==> src/rtl/rsef_map.svh <==
`ifndef RSEF_MAP_SVH
`define RSEF_MAP_SVH
// ************************************************************
// register offsets
// ************************************************************
`define RSEF_RX_ERR_OFS 8'h18
`define RSEF_RX_MASK_OFS 8'h19
`define RSEF_CONV_ERR_OFS 8'h1a
`define RSEF_CONV_MASK_OFS 8'h1b
// ************************************************************
// field positions
// ************************************************************
`define RSEF_RX_VALID_BIT 7
`define RSEF_RX_EMPH_BIT 6
`define RSEF_RX_NONAUD_BIT 5
`define RSEF_RX_PREAMB_BIT 4
`define RSEF_RX_CRC_BIT 3
`define RSEF_RX_ABSENT_BIT 2
`define RSEF_RX_BIPAR_BIT 1
`define RSEF_RX_LOCK_BIT 0
`define RSEF_CV_SLOW_BIT 3
`define RSEF_CV_LEFT_OVERRANGE_BIT 2
`define RSEF_CV_RIGHT_OVERRANGE_BIT 1
`define RSEF_CV_MUTE_BIT 0
// ************************************************************
// reset values and masks of implemented bits
// ************************************************************
`define RSEF_MASK_RESET 8'h00
`define RSEF_RX_MASK_BITS 8'hff
`define RSEF_CV_MASK_BITS 8'h07
// sticky receiver bits: validity, checksum, biphase/parity
`define RSEF_RX_STICKY 8'h8a
`define RSEF_CV_STICKY 8'h06
`endif

==> src/rtl/rsef_pkg.sv <==
package rsef_pkg;
   typedef logic [7:0] rsef_byte_type;
   typedef logic [7:0] rsef_addr_type;
endpackage : rsef_pkg

==> src/rtl/rsef_top.sv <==
// Implementation choice: the address-and-strobe port.
`include "rsef_map.svh"
module rsef_top (
   input wire logic clock,
   input wire logic rstn,
   input wire logic [7:0] bus_addr,
   input wire logic [7:0] bus_wdata,
   input wire logic bus_write,
   input wire logic bus_read,
   output logic [7:0] bus_rdata,
   input wire logic [7:0] rx_status_in,
   input wire logic conv_too_slow,
   input wire logic conv_left_limit,
   input wire logic conv_right_limit,
   input wire logic conv_muted,
   output logic rx_error_irq,
   output logic conv_error_irq
);
   // ************************************************************
   // address decode
   // ************************************************************
   function automatic logic hit(input rsef_pkg::rsef_addr_type a, input rsef_pkg::rsef_addr_type ofs);
      hit = (a == ofs);
   endfunction : hit

   logic rx_read;
   logic cv_read;
   // a read of the error register is what clears the sticky bits
   assign rx_read = bus_read & hit(bus_addr, `RSEF_RX_ERR_OFS);
   assign cv_read = bus_read & hit(bus_addr, `RSEF_CONV_ERR_OFS);

   // ************************************************************
   // flag banks
   // ************************************************************
   logic [7:0] rx_flags;
   logic [7:0] rx_pend;
   logic [7:0] cv_flags;
   logic [7:0] cv_pend;
   logic [7:0] cv_raw;
   // clock-shortage and mute are level flags; overranges latch
   assign cv_raw = {4'h0, conv_too_slow, conv_left_limit, conv_right_limit, conv_muted};

   rsef_flag_bank #(.sticky(`RSEF_RX_STICKY)) u_rx (
      .clock(clock),
      .rstn(rstn),
      .raw(rx_status_in),
      .rd_clear(rx_read),
      .flags(rx_flags),
      .pend(rx_pend)
   );

   rsef_flag_bank #(.sticky(`RSEF_CV_STICKY)) u_cv (
      .clock(clock),
      .rstn(rstn),
      .raw(cv_raw),
      .rd_clear(cv_read),
      .flags(cv_flags),
      .pend(cv_pend)
   );

   // ************************************************************
   // mask registers and read port
   // ************************************************************
   rsef_pkg::rsef_byte_type rx_mask;
   rsef_pkg::rsef_byte_type cv_mask;
   rsef_pkg::rsef_byte_type next_rx_mask;
   rsef_pkg::rsef_byte_type next_cv_mask;
   rsef_pkg::rsef_byte_type next_rdata;
   logic next_rx_irq;
   logic next_cv_irq;

   // writes land in the masks; unmapped reads return zero
   always_comb begin
      next_rx_mask = rx_mask;
      next_cv_mask = cv_mask;
      next_rdata = 8'h00;
      if (bus_write && hit(bus_addr, `RSEF_RX_MASK_OFS)) begin
         next_rx_mask = bus_wdata & `RSEF_RX_MASK_BITS;
      end
      if (bus_write && hit(bus_addr, `RSEF_CONV_MASK_OFS)) begin
         next_cv_mask = bus_wdata & `RSEF_CV_MASK_BITS;
      end
      if (bus_read) begin
         unique case (bus_addr)
            `RSEF_RX_ERR_OFS: next_rdata = rx_flags;
            `RSEF_RX_MASK_OFS: next_rdata = rx_mask;
            `RSEF_CONV_ERR_OFS: next_rdata = cv_flags;
            `RSEF_CONV_MASK_OFS: next_rdata = cv_mask;
            default: next_rdata = 8'h00;
         endcase
      end
      // the clock-shortage bit has no mask bit, so it never interrupts
      next_rx_irq = |(rx_pend & rx_mask);
      next_cv_irq = |(cv_pend & cv_mask);
   end

   always_ff @(posedge clock or negedge rstn) begin
      if (!rstn) begin
         rx_mask <= `RSEF_MASK_RESET;
         cv_mask <= `RSEF_MASK_RESET;
         bus_rdata <= 8'h00;
         rx_error_irq <= 1'b0;
         conv_error_irq <= 1'b0;
      end else begin
         rx_mask <= next_rx_mask;
         cv_mask <= next_cv_mask;
         bus_rdata <= next_rdata;
         rx_error_irq <= next_rx_irq;
         conv_error_irq <= next_cv_irq;
      end
   end

   // ************************************************************
   // checks
   // ************************************************************
   chk_slow_follows: assert property (@(posedge clock) disable iff (!rstn)
      conv_too_slow |=> cv_flags[`RSEF_CV_SLOW_BIT]) else $error("slow flag missed");
   chk_left_overrange_hold: assert property (@(posedge clock) disable iff (!rstn)
      cv_flags[`RSEF_CV_LEFT_OVERRANGE_BIT] && !cv_read |=> cv_flags[`RSEF_CV_LEFT_OVERRANGE_BIT]) else $error("left_overrange lost");
   chk_left_overrange_set: assert property (@(posedge clock) disable iff (!rstn)
      conv_left_limit |=> cv_flags[`RSEF_CV_LEFT_OVERRANGE_BIT]) else $error("left_overrange not set");
   chk_right_overrange_hold: assert property (@(posedge clock) disable iff (!rstn)
      cv_flags[`RSEF_CV_RIGHT_OVERRANGE_BIT] && !cv_read |=> cv_flags[`RSEF_CV_RIGHT_OVERRANGE_BIT]) else $error("right_overrange lost");
   chk_right_overrange_set: assert property (@(posedge clock) disable iff (!rstn)
      conv_right_limit |=> cv_flags[`RSEF_CV_RIGHT_OVERRANGE_BIT]) else $error("right_overrange not set");
   chk_mute_level: assert property (@(posedge clock) disable iff (!rstn)
      1'b1 |=> cv_flags[`RSEF_CV_MUTE_BIT] == $past(conv_muted)) else $error("mute flag wrong");
   chk_mask_gate: assert property (@(posedge clock) disable iff (!rstn)
      (cv_pend & cv_mask) == 8'h00 |=> !conv_error_irq) else $error("masked irq seen");
   chk_rx_irq_up: assert property (@(posedge clock) disable iff (!rstn)
      (rx_pend & rx_mask) != 8'h00 |=> rx_error_irq) else $error("rx irq missed");
   chk_crc_hold: assert property (@(posedge clock) disable iff (!rstn)
      rx_flags[`RSEF_RX_CRC_BIT] && !rx_read |=> rx_flags[`RSEF_RX_CRC_BIT]) else $error("crc lost");
   chk_absent_quiet: assert property (@(posedge clock) disable iff (!rstn)
      rx_read && $stable(rx_status_in[`RSEF_RX_ABSENT_BIT]) ##1 $stable(rx_status_in[`RSEF_RX_ABSENT_BIT])
      |-> !rx_pend[`RSEF_RX_ABSENT_BIT]) else $error("absent event repeated");

   // ************************************************************
   // read port checks
   // ************************************************************
   // read data stand one cycle only, so an idle cycle must show zero
   chk_rdata_idle: assert property (@(posedge clock) disable iff (!rstn)
      !bus_read |=> bus_rdata == 8'h00)
      else $error("read data not zero when idle");

   // receiver mask read back
   chk_rdata_rxmask: assert property (@(posedge clock) disable iff (!rstn)
      bus_read && bus_addr == `RSEF_RX_MASK_OFS |=> bus_rdata == $past(rx_mask))
      else $error("rx mask read wrong");

   // converter mask read back
   chk_rdata_cvmask: assert property (@(posedge clock) disable iff (!rstn)
      bus_read && bus_addr == `RSEF_CONV_MASK_OFS |=> bus_rdata == $past(cv_mask))
      else $error("conv mask read wrong");

   // receiver flags are returned as they stood before the clear
   chk_rdata_rxflags: assert property (@(posedge clock) disable iff (!rstn)
      bus_read && bus_addr == `RSEF_RX_ERR_OFS |=> bus_rdata == $past(rx_flags))
      else $error("rx flags read wrong");

   // converter flags are returned as they stood before the clear
   chk_rdata_cvflags: assert property (@(posedge clock) disable iff (!rstn)
      bus_read && bus_addr == `RSEF_CONV_ERR_OFS |=> bus_rdata == $past(cv_flags))
      else $error("conv flags read wrong");

   // unmapped offsets read as zero so software sees no stale data
   chk_rdata_unmapped: assert property (@(posedge clock) disable iff (!rstn)
      bus_read && (bus_addr < `RSEF_RX_ERR_OFS || bus_addr > `RSEF_CONV_MASK_OFS) |=> bus_rdata == 8'h00)
      else $error("unmapped read not zero");

   // ************************************************************
   // mask register checks
   // ************************************************************
   // converter mask has only three implemented bits
   chk_cvmask_top: assert property (@(posedge clock) disable iff (!rstn)
      cv_mask[7:3] == 5'h00)
      else $error("conv mask spare bits set");

   // a write lands in the receiver mask
   chk_rxmask_write: assert property (@(posedge clock) disable iff (!rstn)
      bus_write && bus_addr == `RSEF_RX_MASK_OFS |=> rx_mask == $past(bus_wdata))
      else $error("rx mask write lost");

   // a write lands in the converter mask, spare bits dropped
   chk_cvmask_write: assert property (@(posedge clock) disable iff (!rstn)
      bus_write && bus_addr == `RSEF_CONV_MASK_OFS |=> cv_mask == ($past(bus_wdata) & `RSEF_CV_MASK_BITS))
      else $error("conv mask write lost");

   // the receiver mask keeps its value without a write to it
   chk_rxmask_keep: assert property (@(posedge clock) disable iff (!rstn)
      !(bus_write && bus_addr == `RSEF_RX_MASK_OFS) |=> $stable(rx_mask))
      else $error("rx mask changed");

   // the converter mask keeps its value without a write to it
   chk_cvmask_keep: assert property (@(posedge clock) disable iff (!rstn)
      !(bus_write && bus_addr == `RSEF_CONV_MASK_OFS) |=> $stable(cv_mask))
      else $error("conv mask changed");

   // ************************************************************
   // converter flag checks
   // ************************************************************
   // clock shortage is a level flag and drops with its cause
   chk_slow_clear: assert property (@(posedge clock) disable iff (!rstn)
      !conv_too_slow |=> !cv_flags[`RSEF_CV_SLOW_BIT])
      else $error("slow flag stuck");

   // reserved converter bits always read zero
   chk_cv_top_zero: assert property (@(posedge clock) disable iff (!rstn)
      cv_flags[7:4] == 4'h0)
      else $error("conv reserved bits set");

   // left overrange clears on a read when no new limiting arrives
   chk_left_overrange_clear: assert property (@(posedge clock) disable iff (!rstn)
      cv_read && !conv_left_limit |=> !cv_flags[`RSEF_CV_LEFT_OVERRANGE_BIT])
      else $error("left_overrange not cleared");

   // right overrange clears on a read when no new limiting arrives
   chk_right_overrange_clear: assert property (@(posedge clock) disable iff (!rstn)
      cv_read && !conv_right_limit |=> !cv_flags[`RSEF_CV_RIGHT_OVERRANGE_BIT])
      else $error("right_overrange not cleared");

   // left limiting always leaves an event behind
   chk_left_overrange_event: assert property (@(posedge clock) disable iff (!rstn)
      conv_left_limit |=> cv_pend[`RSEF_CV_LEFT_OVERRANGE_BIT])
      else $error("left_overrange event missed");

   // right limiting always leaves an event behind
   chk_right_overrange_event: assert property (@(posedge clock) disable iff (!rstn)
      conv_right_limit |=> cv_pend[`RSEF_CV_RIGHT_OVERRANGE_BIT])
      else $error("right_overrange event missed");

   // an unmasked mute event reaches the interrupt
   chk_mute_irq: assert property (@(posedge clock) disable iff (!rstn)
      cv_pend[`RSEF_CV_MUTE_BIT] && cv_mask[`RSEF_CV_MUTE_BIT] |=> conv_error_irq)
      else $error("mute irq missed");

   // ************************************************************
   // interrupt checks
   // ************************************************************
   // any unmasked converter event raises the interrupt
   chk_cv_irq_up: assert property (@(posedge clock) disable iff (!rstn)
      (cv_pend & cv_mask) != 8'h00 |=> conv_error_irq)
      else $error("conv irq missed");

   // masked receiver events stay silent
   chk_rx_mask_gate: assert property (@(posedge clock) disable iff (!rstn)
      (rx_pend & rx_mask) == 8'h00 |=> !rx_error_irq)
      else $error("masked rx irq seen");

   // an all-zero receiver mask keeps the line low
   chk_rx_irq_off: assert property (@(posedge clock) disable iff (!rstn)
      rx_mask == 8'h00 |=> !rx_error_irq)
      else $error("rx irq with zero mask");

   // an all-zero converter mask keeps the line low
   chk_cv_irq_off: assert property (@(posedge clock) disable iff (!rstn)
      cv_mask == 8'h00 |=> !conv_error_irq)
      else $error("conv irq with zero mask");

   // ************************************************************
   // receiver flag checks
   // ************************************************************
   // a checksum error is caught one cycle later
   chk_crc_set: assert property (@(posedge clock) disable iff (!rstn)
      rx_status_in[`RSEF_RX_CRC_BIT] |=> rx_flags[`RSEF_RX_CRC_BIT])
      else $error("crc not set");

   // the checksum flag clears on a read when the error is gone
   chk_crc_clear: assert property (@(posedge clock) disable iff (!rstn)
      rx_read && !rx_status_in[`RSEF_RX_CRC_BIT] |=> !rx_flags[`RSEF_RX_CRC_BIT])
      else $error("crc not cleared");

   // the absent-stream flag follows its input one cycle late
   chk_absent_level: assert property (@(posedge clock) disable iff (!rstn)
      1'b1 |=> rx_flags[`RSEF_RX_ABSENT_BIT] == $past(rx_status_in[`RSEF_RX_ABSENT_BIT]))
      else $error("absent flag wrong");

   // a change of the absent-stream state is always an event
   chk_absent_event: assert property (@(posedge clock) disable iff (!rstn)
      $changed(rx_status_in[`RSEF_RX_ABSENT_BIT]) |=> rx_pend[`RSEF_RX_ABSENT_BIT])
      else $error("absent change missed");

   // validity error latches until read
   chk_valid_set: assert property (@(posedge clock) disable iff (!rstn)
      rx_status_in[`RSEF_RX_VALID_BIT] |=> rx_flags[`RSEF_RX_VALID_BIT])
      else $error("validity not set");

   // validity error holds without a read
   chk_valid_hold: assert property (@(posedge clock) disable iff (!rstn)
      rx_flags[`RSEF_RX_VALID_BIT] && !rx_read |=> rx_flags[`RSEF_RX_VALID_BIT])
      else $error("validity lost");

   // biphase or parity error latches
   chk_bipar_set: assert property (@(posedge clock) disable iff (!rstn)
      rx_status_in[`RSEF_RX_BIPAR_BIT] |=> rx_flags[`RSEF_RX_BIPAR_BIT])
      else $error("biphase not set");

   // biphase or parity error holds without a read
   chk_bipar_hold: assert property (@(posedge clock) disable iff (!rstn)
      rx_flags[`RSEF_RX_BIPAR_BIT] && !rx_read |=> rx_flags[`RSEF_RX_BIPAR_BIT])
      else $error("biphase lost");

   // emphasis is a level bit
   chk_emph_level: assert property (@(posedge clock) disable iff (!rstn)
      1'b1 |=> rx_flags[`RSEF_RX_EMPH_BIT] == $past(rx_status_in[`RSEF_RX_EMPH_BIT]))
      else $error("emphasis flag wrong");

   // non-audio is a level bit
   chk_nonaud_level: assert property (@(posedge clock) disable iff (!rstn)
      1'b1 |=> rx_flags[`RSEF_RX_NONAUD_BIT] == $past(rx_status_in[`RSEF_RX_NONAUD_BIT]))
      else $error("non-audio flag wrong");

   // preamble detection is a level bit
   chk_preamb_level: assert property (@(posedge clock) disable iff (!rstn)
      1'b1 |=> rx_flags[`RSEF_RX_PREAMB_BIT] == $past(rx_status_in[`RSEF_RX_PREAMB_BIT]))
      else $error("preamble flag wrong");

   // lock is a level bit; a read must not disturb it
   chk_lock_level: assert property (@(posedge clock) disable iff (!rstn)
      1'b1 |=> rx_flags[`RSEF_RX_LOCK_BIT] == $past(rx_status_in[`RSEF_RX_LOCK_BIT]))
      else $error("lock flag wrong");
endmodule : rsef_top

==> src/rtl/rsef_flag_bank.sv <==
`include "rsef_map.svh"
// ************************************************************
// eight status bits: sticky or level; sticky bits raise events while set, level bits on change
// ************************************************************
module rsef_flag_bank #(
   parameter logic [7:0] sticky = 8'h00
) (
   input wire logic clock,
   input wire logic rstn,
   input wire logic [7:0] raw,
   input wire logic rd_clear,
   output logic [7:0] flags,
   output logic [7:0] pend
);
   logic [7:0] next_flags;
   logic [7:0] next_pend;
   logic [7:0] last_raw;
   genvar i;
   // per bit: sticky bits latch, level bits follow; pend marks an unread set (sticky) or change (level)
   generate
      for (i = 0; i < 8; i++) begin : g_bit
         always_comb begin
            if (sticky[i]) begin
               // set wins over the read clear
               next_flags[i] = raw[i] | (flags[i] & ~rd_clear);
               next_pend[i] = raw[i] | (pend[i] & ~rd_clear);
            end else begin
               next_flags[i] = raw[i];
               // a level bit only raises a new event when it changes state
               next_pend[i] = (raw[i] != last_raw[i]) | (pend[i] & ~rd_clear);
            end
         end
      end
   endgenerate
   // registers only
   always_ff @(posedge clock or negedge rstn) begin
      if (!rstn) begin
         flags <= 8'h00;
         pend <= 8'h00;
         last_raw <= 8'h00;
      end else begin
         flags <= next_flags;
         pend <= next_pend;
         last_raw <= raw;
      end
   end
endmodule : rsef_flag_bank

==> config.mk <==
export PLATFORM = sky130hd
export DESIGN_NAME = rsef_top
export DESIGN_NICKNAME = d
export VERILOG_FILES = /design/src/rtl/rsef_pkg.sv /design/src/rtl/rsef_top.sv /design/src/rtl/rsef_flag_bank.sv
export VERILOG_INCLUDE_DIRS = /design/src /design/src/rtl
export SDC_FILE = /design/constraint.sdc
export NUM_CORES = 1
export LEC_CHECK = 0
export BUFFER_PORTS_ARGS = -buffer_cell sky130_fd_sc_hd__clkbuf_2
export CORE_ASPECT_RATIO = 1.2
export CORE_UTILIZATION = 54
export DETAILED_ROUTE_END_ITERATION = 12
export PLACE_DENSITY = 0.82
export REMOVE_ABC_BUFFERS = 1
export SKIP_CTS_REPAIR_TIMING = 1
export SYNTH_ARGS = -nofsm -noshare
export SYNTH_HDL_FRONTEND = slang
export SYNTH_HIERARCHICAL = 1
export SYNTH_SLANG_ARGS = --single-unit
==> constraint.sdc <==
create_clock -name clock -period 1.35 [get_ports clock]
set_input_delay 0.405 -clock clock [delete_from_list [all_inputs] [get_ports clock]]
set_output_delay 0.405 -clock clock [all_outputs]
set_load 0.02 [all_outputs]
==> flow_summary.json <==
{
  "grt_pass1_wl_um": 5651,
  "track_usage_pct": 20.97,
  "cts_tree": "yes",
  "powerDensity_nw_per_um2": 1109,
  "seqCellArea_um2": 1201,
  "period_minus_slack_ns": 1.387,
  "clock_path_buffers": 2,
  "post-place-ws_ns": -0.3969,
  "cp-end-kind": "flip-flop",
  "globalplace.congestion": 0.7434,
  "multi_input_area_um2": 699.4,
  "skew_ns": 0.003321,
  "die-area_um2": 3733,
  "postRouteAntennaNets": 0,
  "crit_type": "primary input to flip-flop",
  "setup_slack_ns": -0.03710,
  "die_h_um": 66.73,
  "path_clk_slew_ns": 0.08,
  "portBuffers": 41,
  "hpwl_um": 2585,
  "core_area_um2": 3338,
  "grt_pass1_vias": 1256,
  "clk_latency_ns": 0.30,
  "critical_path.max_fanout": 8,
  "ir_drop_v": 0.001025,
  "grt_overflow": 0,
  "fin_tns_setup_ns": -0.2450,
  "slew_viol_final": 0,
  "fmax_mhz": 720.9,
  "arrival_ns": 1.58,
  "pin_count": 42,
  "htreeDepth": 2,
  "stdcell_count": 224,
  "antenna_found_initial": 0,
  "drive_gt1_share_pct": 45.45,
  "initial_utilization_pct": 56.48,
  "fin_crit_sh_pct": 102.7,
  "hold_viol": 0,
  "p_leak_uw": 0.001122,
  "outcome": "complete, but fails checks",
  "rsz0062_at_grt": "yes",
  "row_count": 23,
  "syn_inst": 128,
  "critical_path.startpoint_type": "primary input",
  "hp-class": "primary input to asynchronous set/reset pin",
  "dp_cells": 214,
  "cts.sinks": 48,
  "grt_max_degree": 49,
  "synth_warnings": 6,
  "num_antenna_cells": 0,
  "syn_to_final_growth_pct": 26.08,
  "drt_iter0_markers": 20,
  "wire_per_inst_um": 15.61,
  "cap_viol_max_count": 0,
  "drt-total-wl_um": 3497,
  "ctsRootBufferMaster": "clkbuf_8",
  "setup_viol": 8,
  "violations": "setup timing",
  "nets": 218,
  "syn_avg_cell_area_um2": 14.73,
  "vias": 1222,
  "final_area_um2": 2377,
  "fillers": 230,
  "synth_area_um2": 1886,
  "vias_per_cell": 5.455,
  "numCtsBuffers": 5,
  "dieWidth_um": 55.94,
  "crit_required_ns": 1.54,
  "dpl-instance-area_um2": 2206,
  "drcViolationCount": 0,
  "drt-pass1-iter-count": 4
}
-- stage by stage --
stage	utilization, %	total power (uW)	hold slack (ns)
2_1_floorplan	-	1629	0.1094
3_3_place_gp	66.08	1768	0.4036
3_5_place_dp	66.08	1777	0.4092
4_1_cts	68.89	2635	0.08866
5_1_grt	71.21	2736	0.09305
6_report	71.21	2638	0.07993
-- area by class of cell --
class                   instances  share of cell area [%]
repair buffers                 52                   13.68
clock inverters                 1                  0.3158
clock buffers                   7                   3.632
flip-flops and latches         48                   50.53
well taps                      37                   1.947
multi-input cells              76                   29.42
inverters                       3                  0.4737
-- flip-flops by register name (all words and copies together) (netlist names), 4 cells and up --
name and count:
u_rx/last_raw 4, u_cv/last_raw 5, rx_mask 8, u_rx/flags 4
bus_rdata 8, u_rx/pend 8
-- worst paths after layout --
kind | startpoint | endpoint | slack [ns] | cells after the start
worst max-delay path | bus_addr[6] | rx_mask[6]$_DFFE_PN0P_ | -0.04 | 5
max in group asynchronous | rstn | rx_error_irq$_DFF_PN0_ | 1.06 | 2
worst min register to register | u_rx/pend[7]$_DFF_PN0_ | u_rx/pend[7]$_DFF_PN0_ | 0.49 | 1
worst min-delay path | rstn | bus_rdata[2]$_DFF_PN0_ | 0.08 | 2
worst max register to register | cv_mask[1]$_DFFE_PN0P_ | bus_rdata[1]$_DFF_PN0_ | 0.24 | 2
min in group clock | conv_too_slow | u_cv/last_raw[3]$_DFF_PN0_ | 0.21 | 1
-- cell usage in the layout (no fill, tap or decap), types with 2 or more instances in the layout --
cell type	count
dfrtp_1	48
or2_2	4
buf_12	2
a21oi_1	4
conb_1	4
a21o_1	15
mux4_2	3
inv_2	2
a22oi_1	4
buf_4	9
mux2_2	3
mux2i_1	5
xor2_1	6
mux2_4	8
clkbuf_8	6
nand2_1	4
nor2b_1	4
buf_6	2
clkbuf_2	39
-- report_power, final --
group          switching [uW]  internal, uW  total, uW
Sequential               26.6          1480       1510
Combinational             123           131        253
Clock                     459           416        875
Total                     609          2030       2640
-- worst max-delay path, cell delays in order --
cell     delay [ns]
buf_6          0.10
nor4b_4        0.36
and3b_2        0.26
buf_12         0.15
mux2_4         0.30
-- per-layer routing --
metal,wire length [um],vias up,global-route usage [%]
met3,173,7,6.214
met2,1780,39,35.69
met5,0,-,0
met1,1460,610,24.17
met4,84,0,10.98
li1,-,566,-
Power figures use the tool's default switching activity.
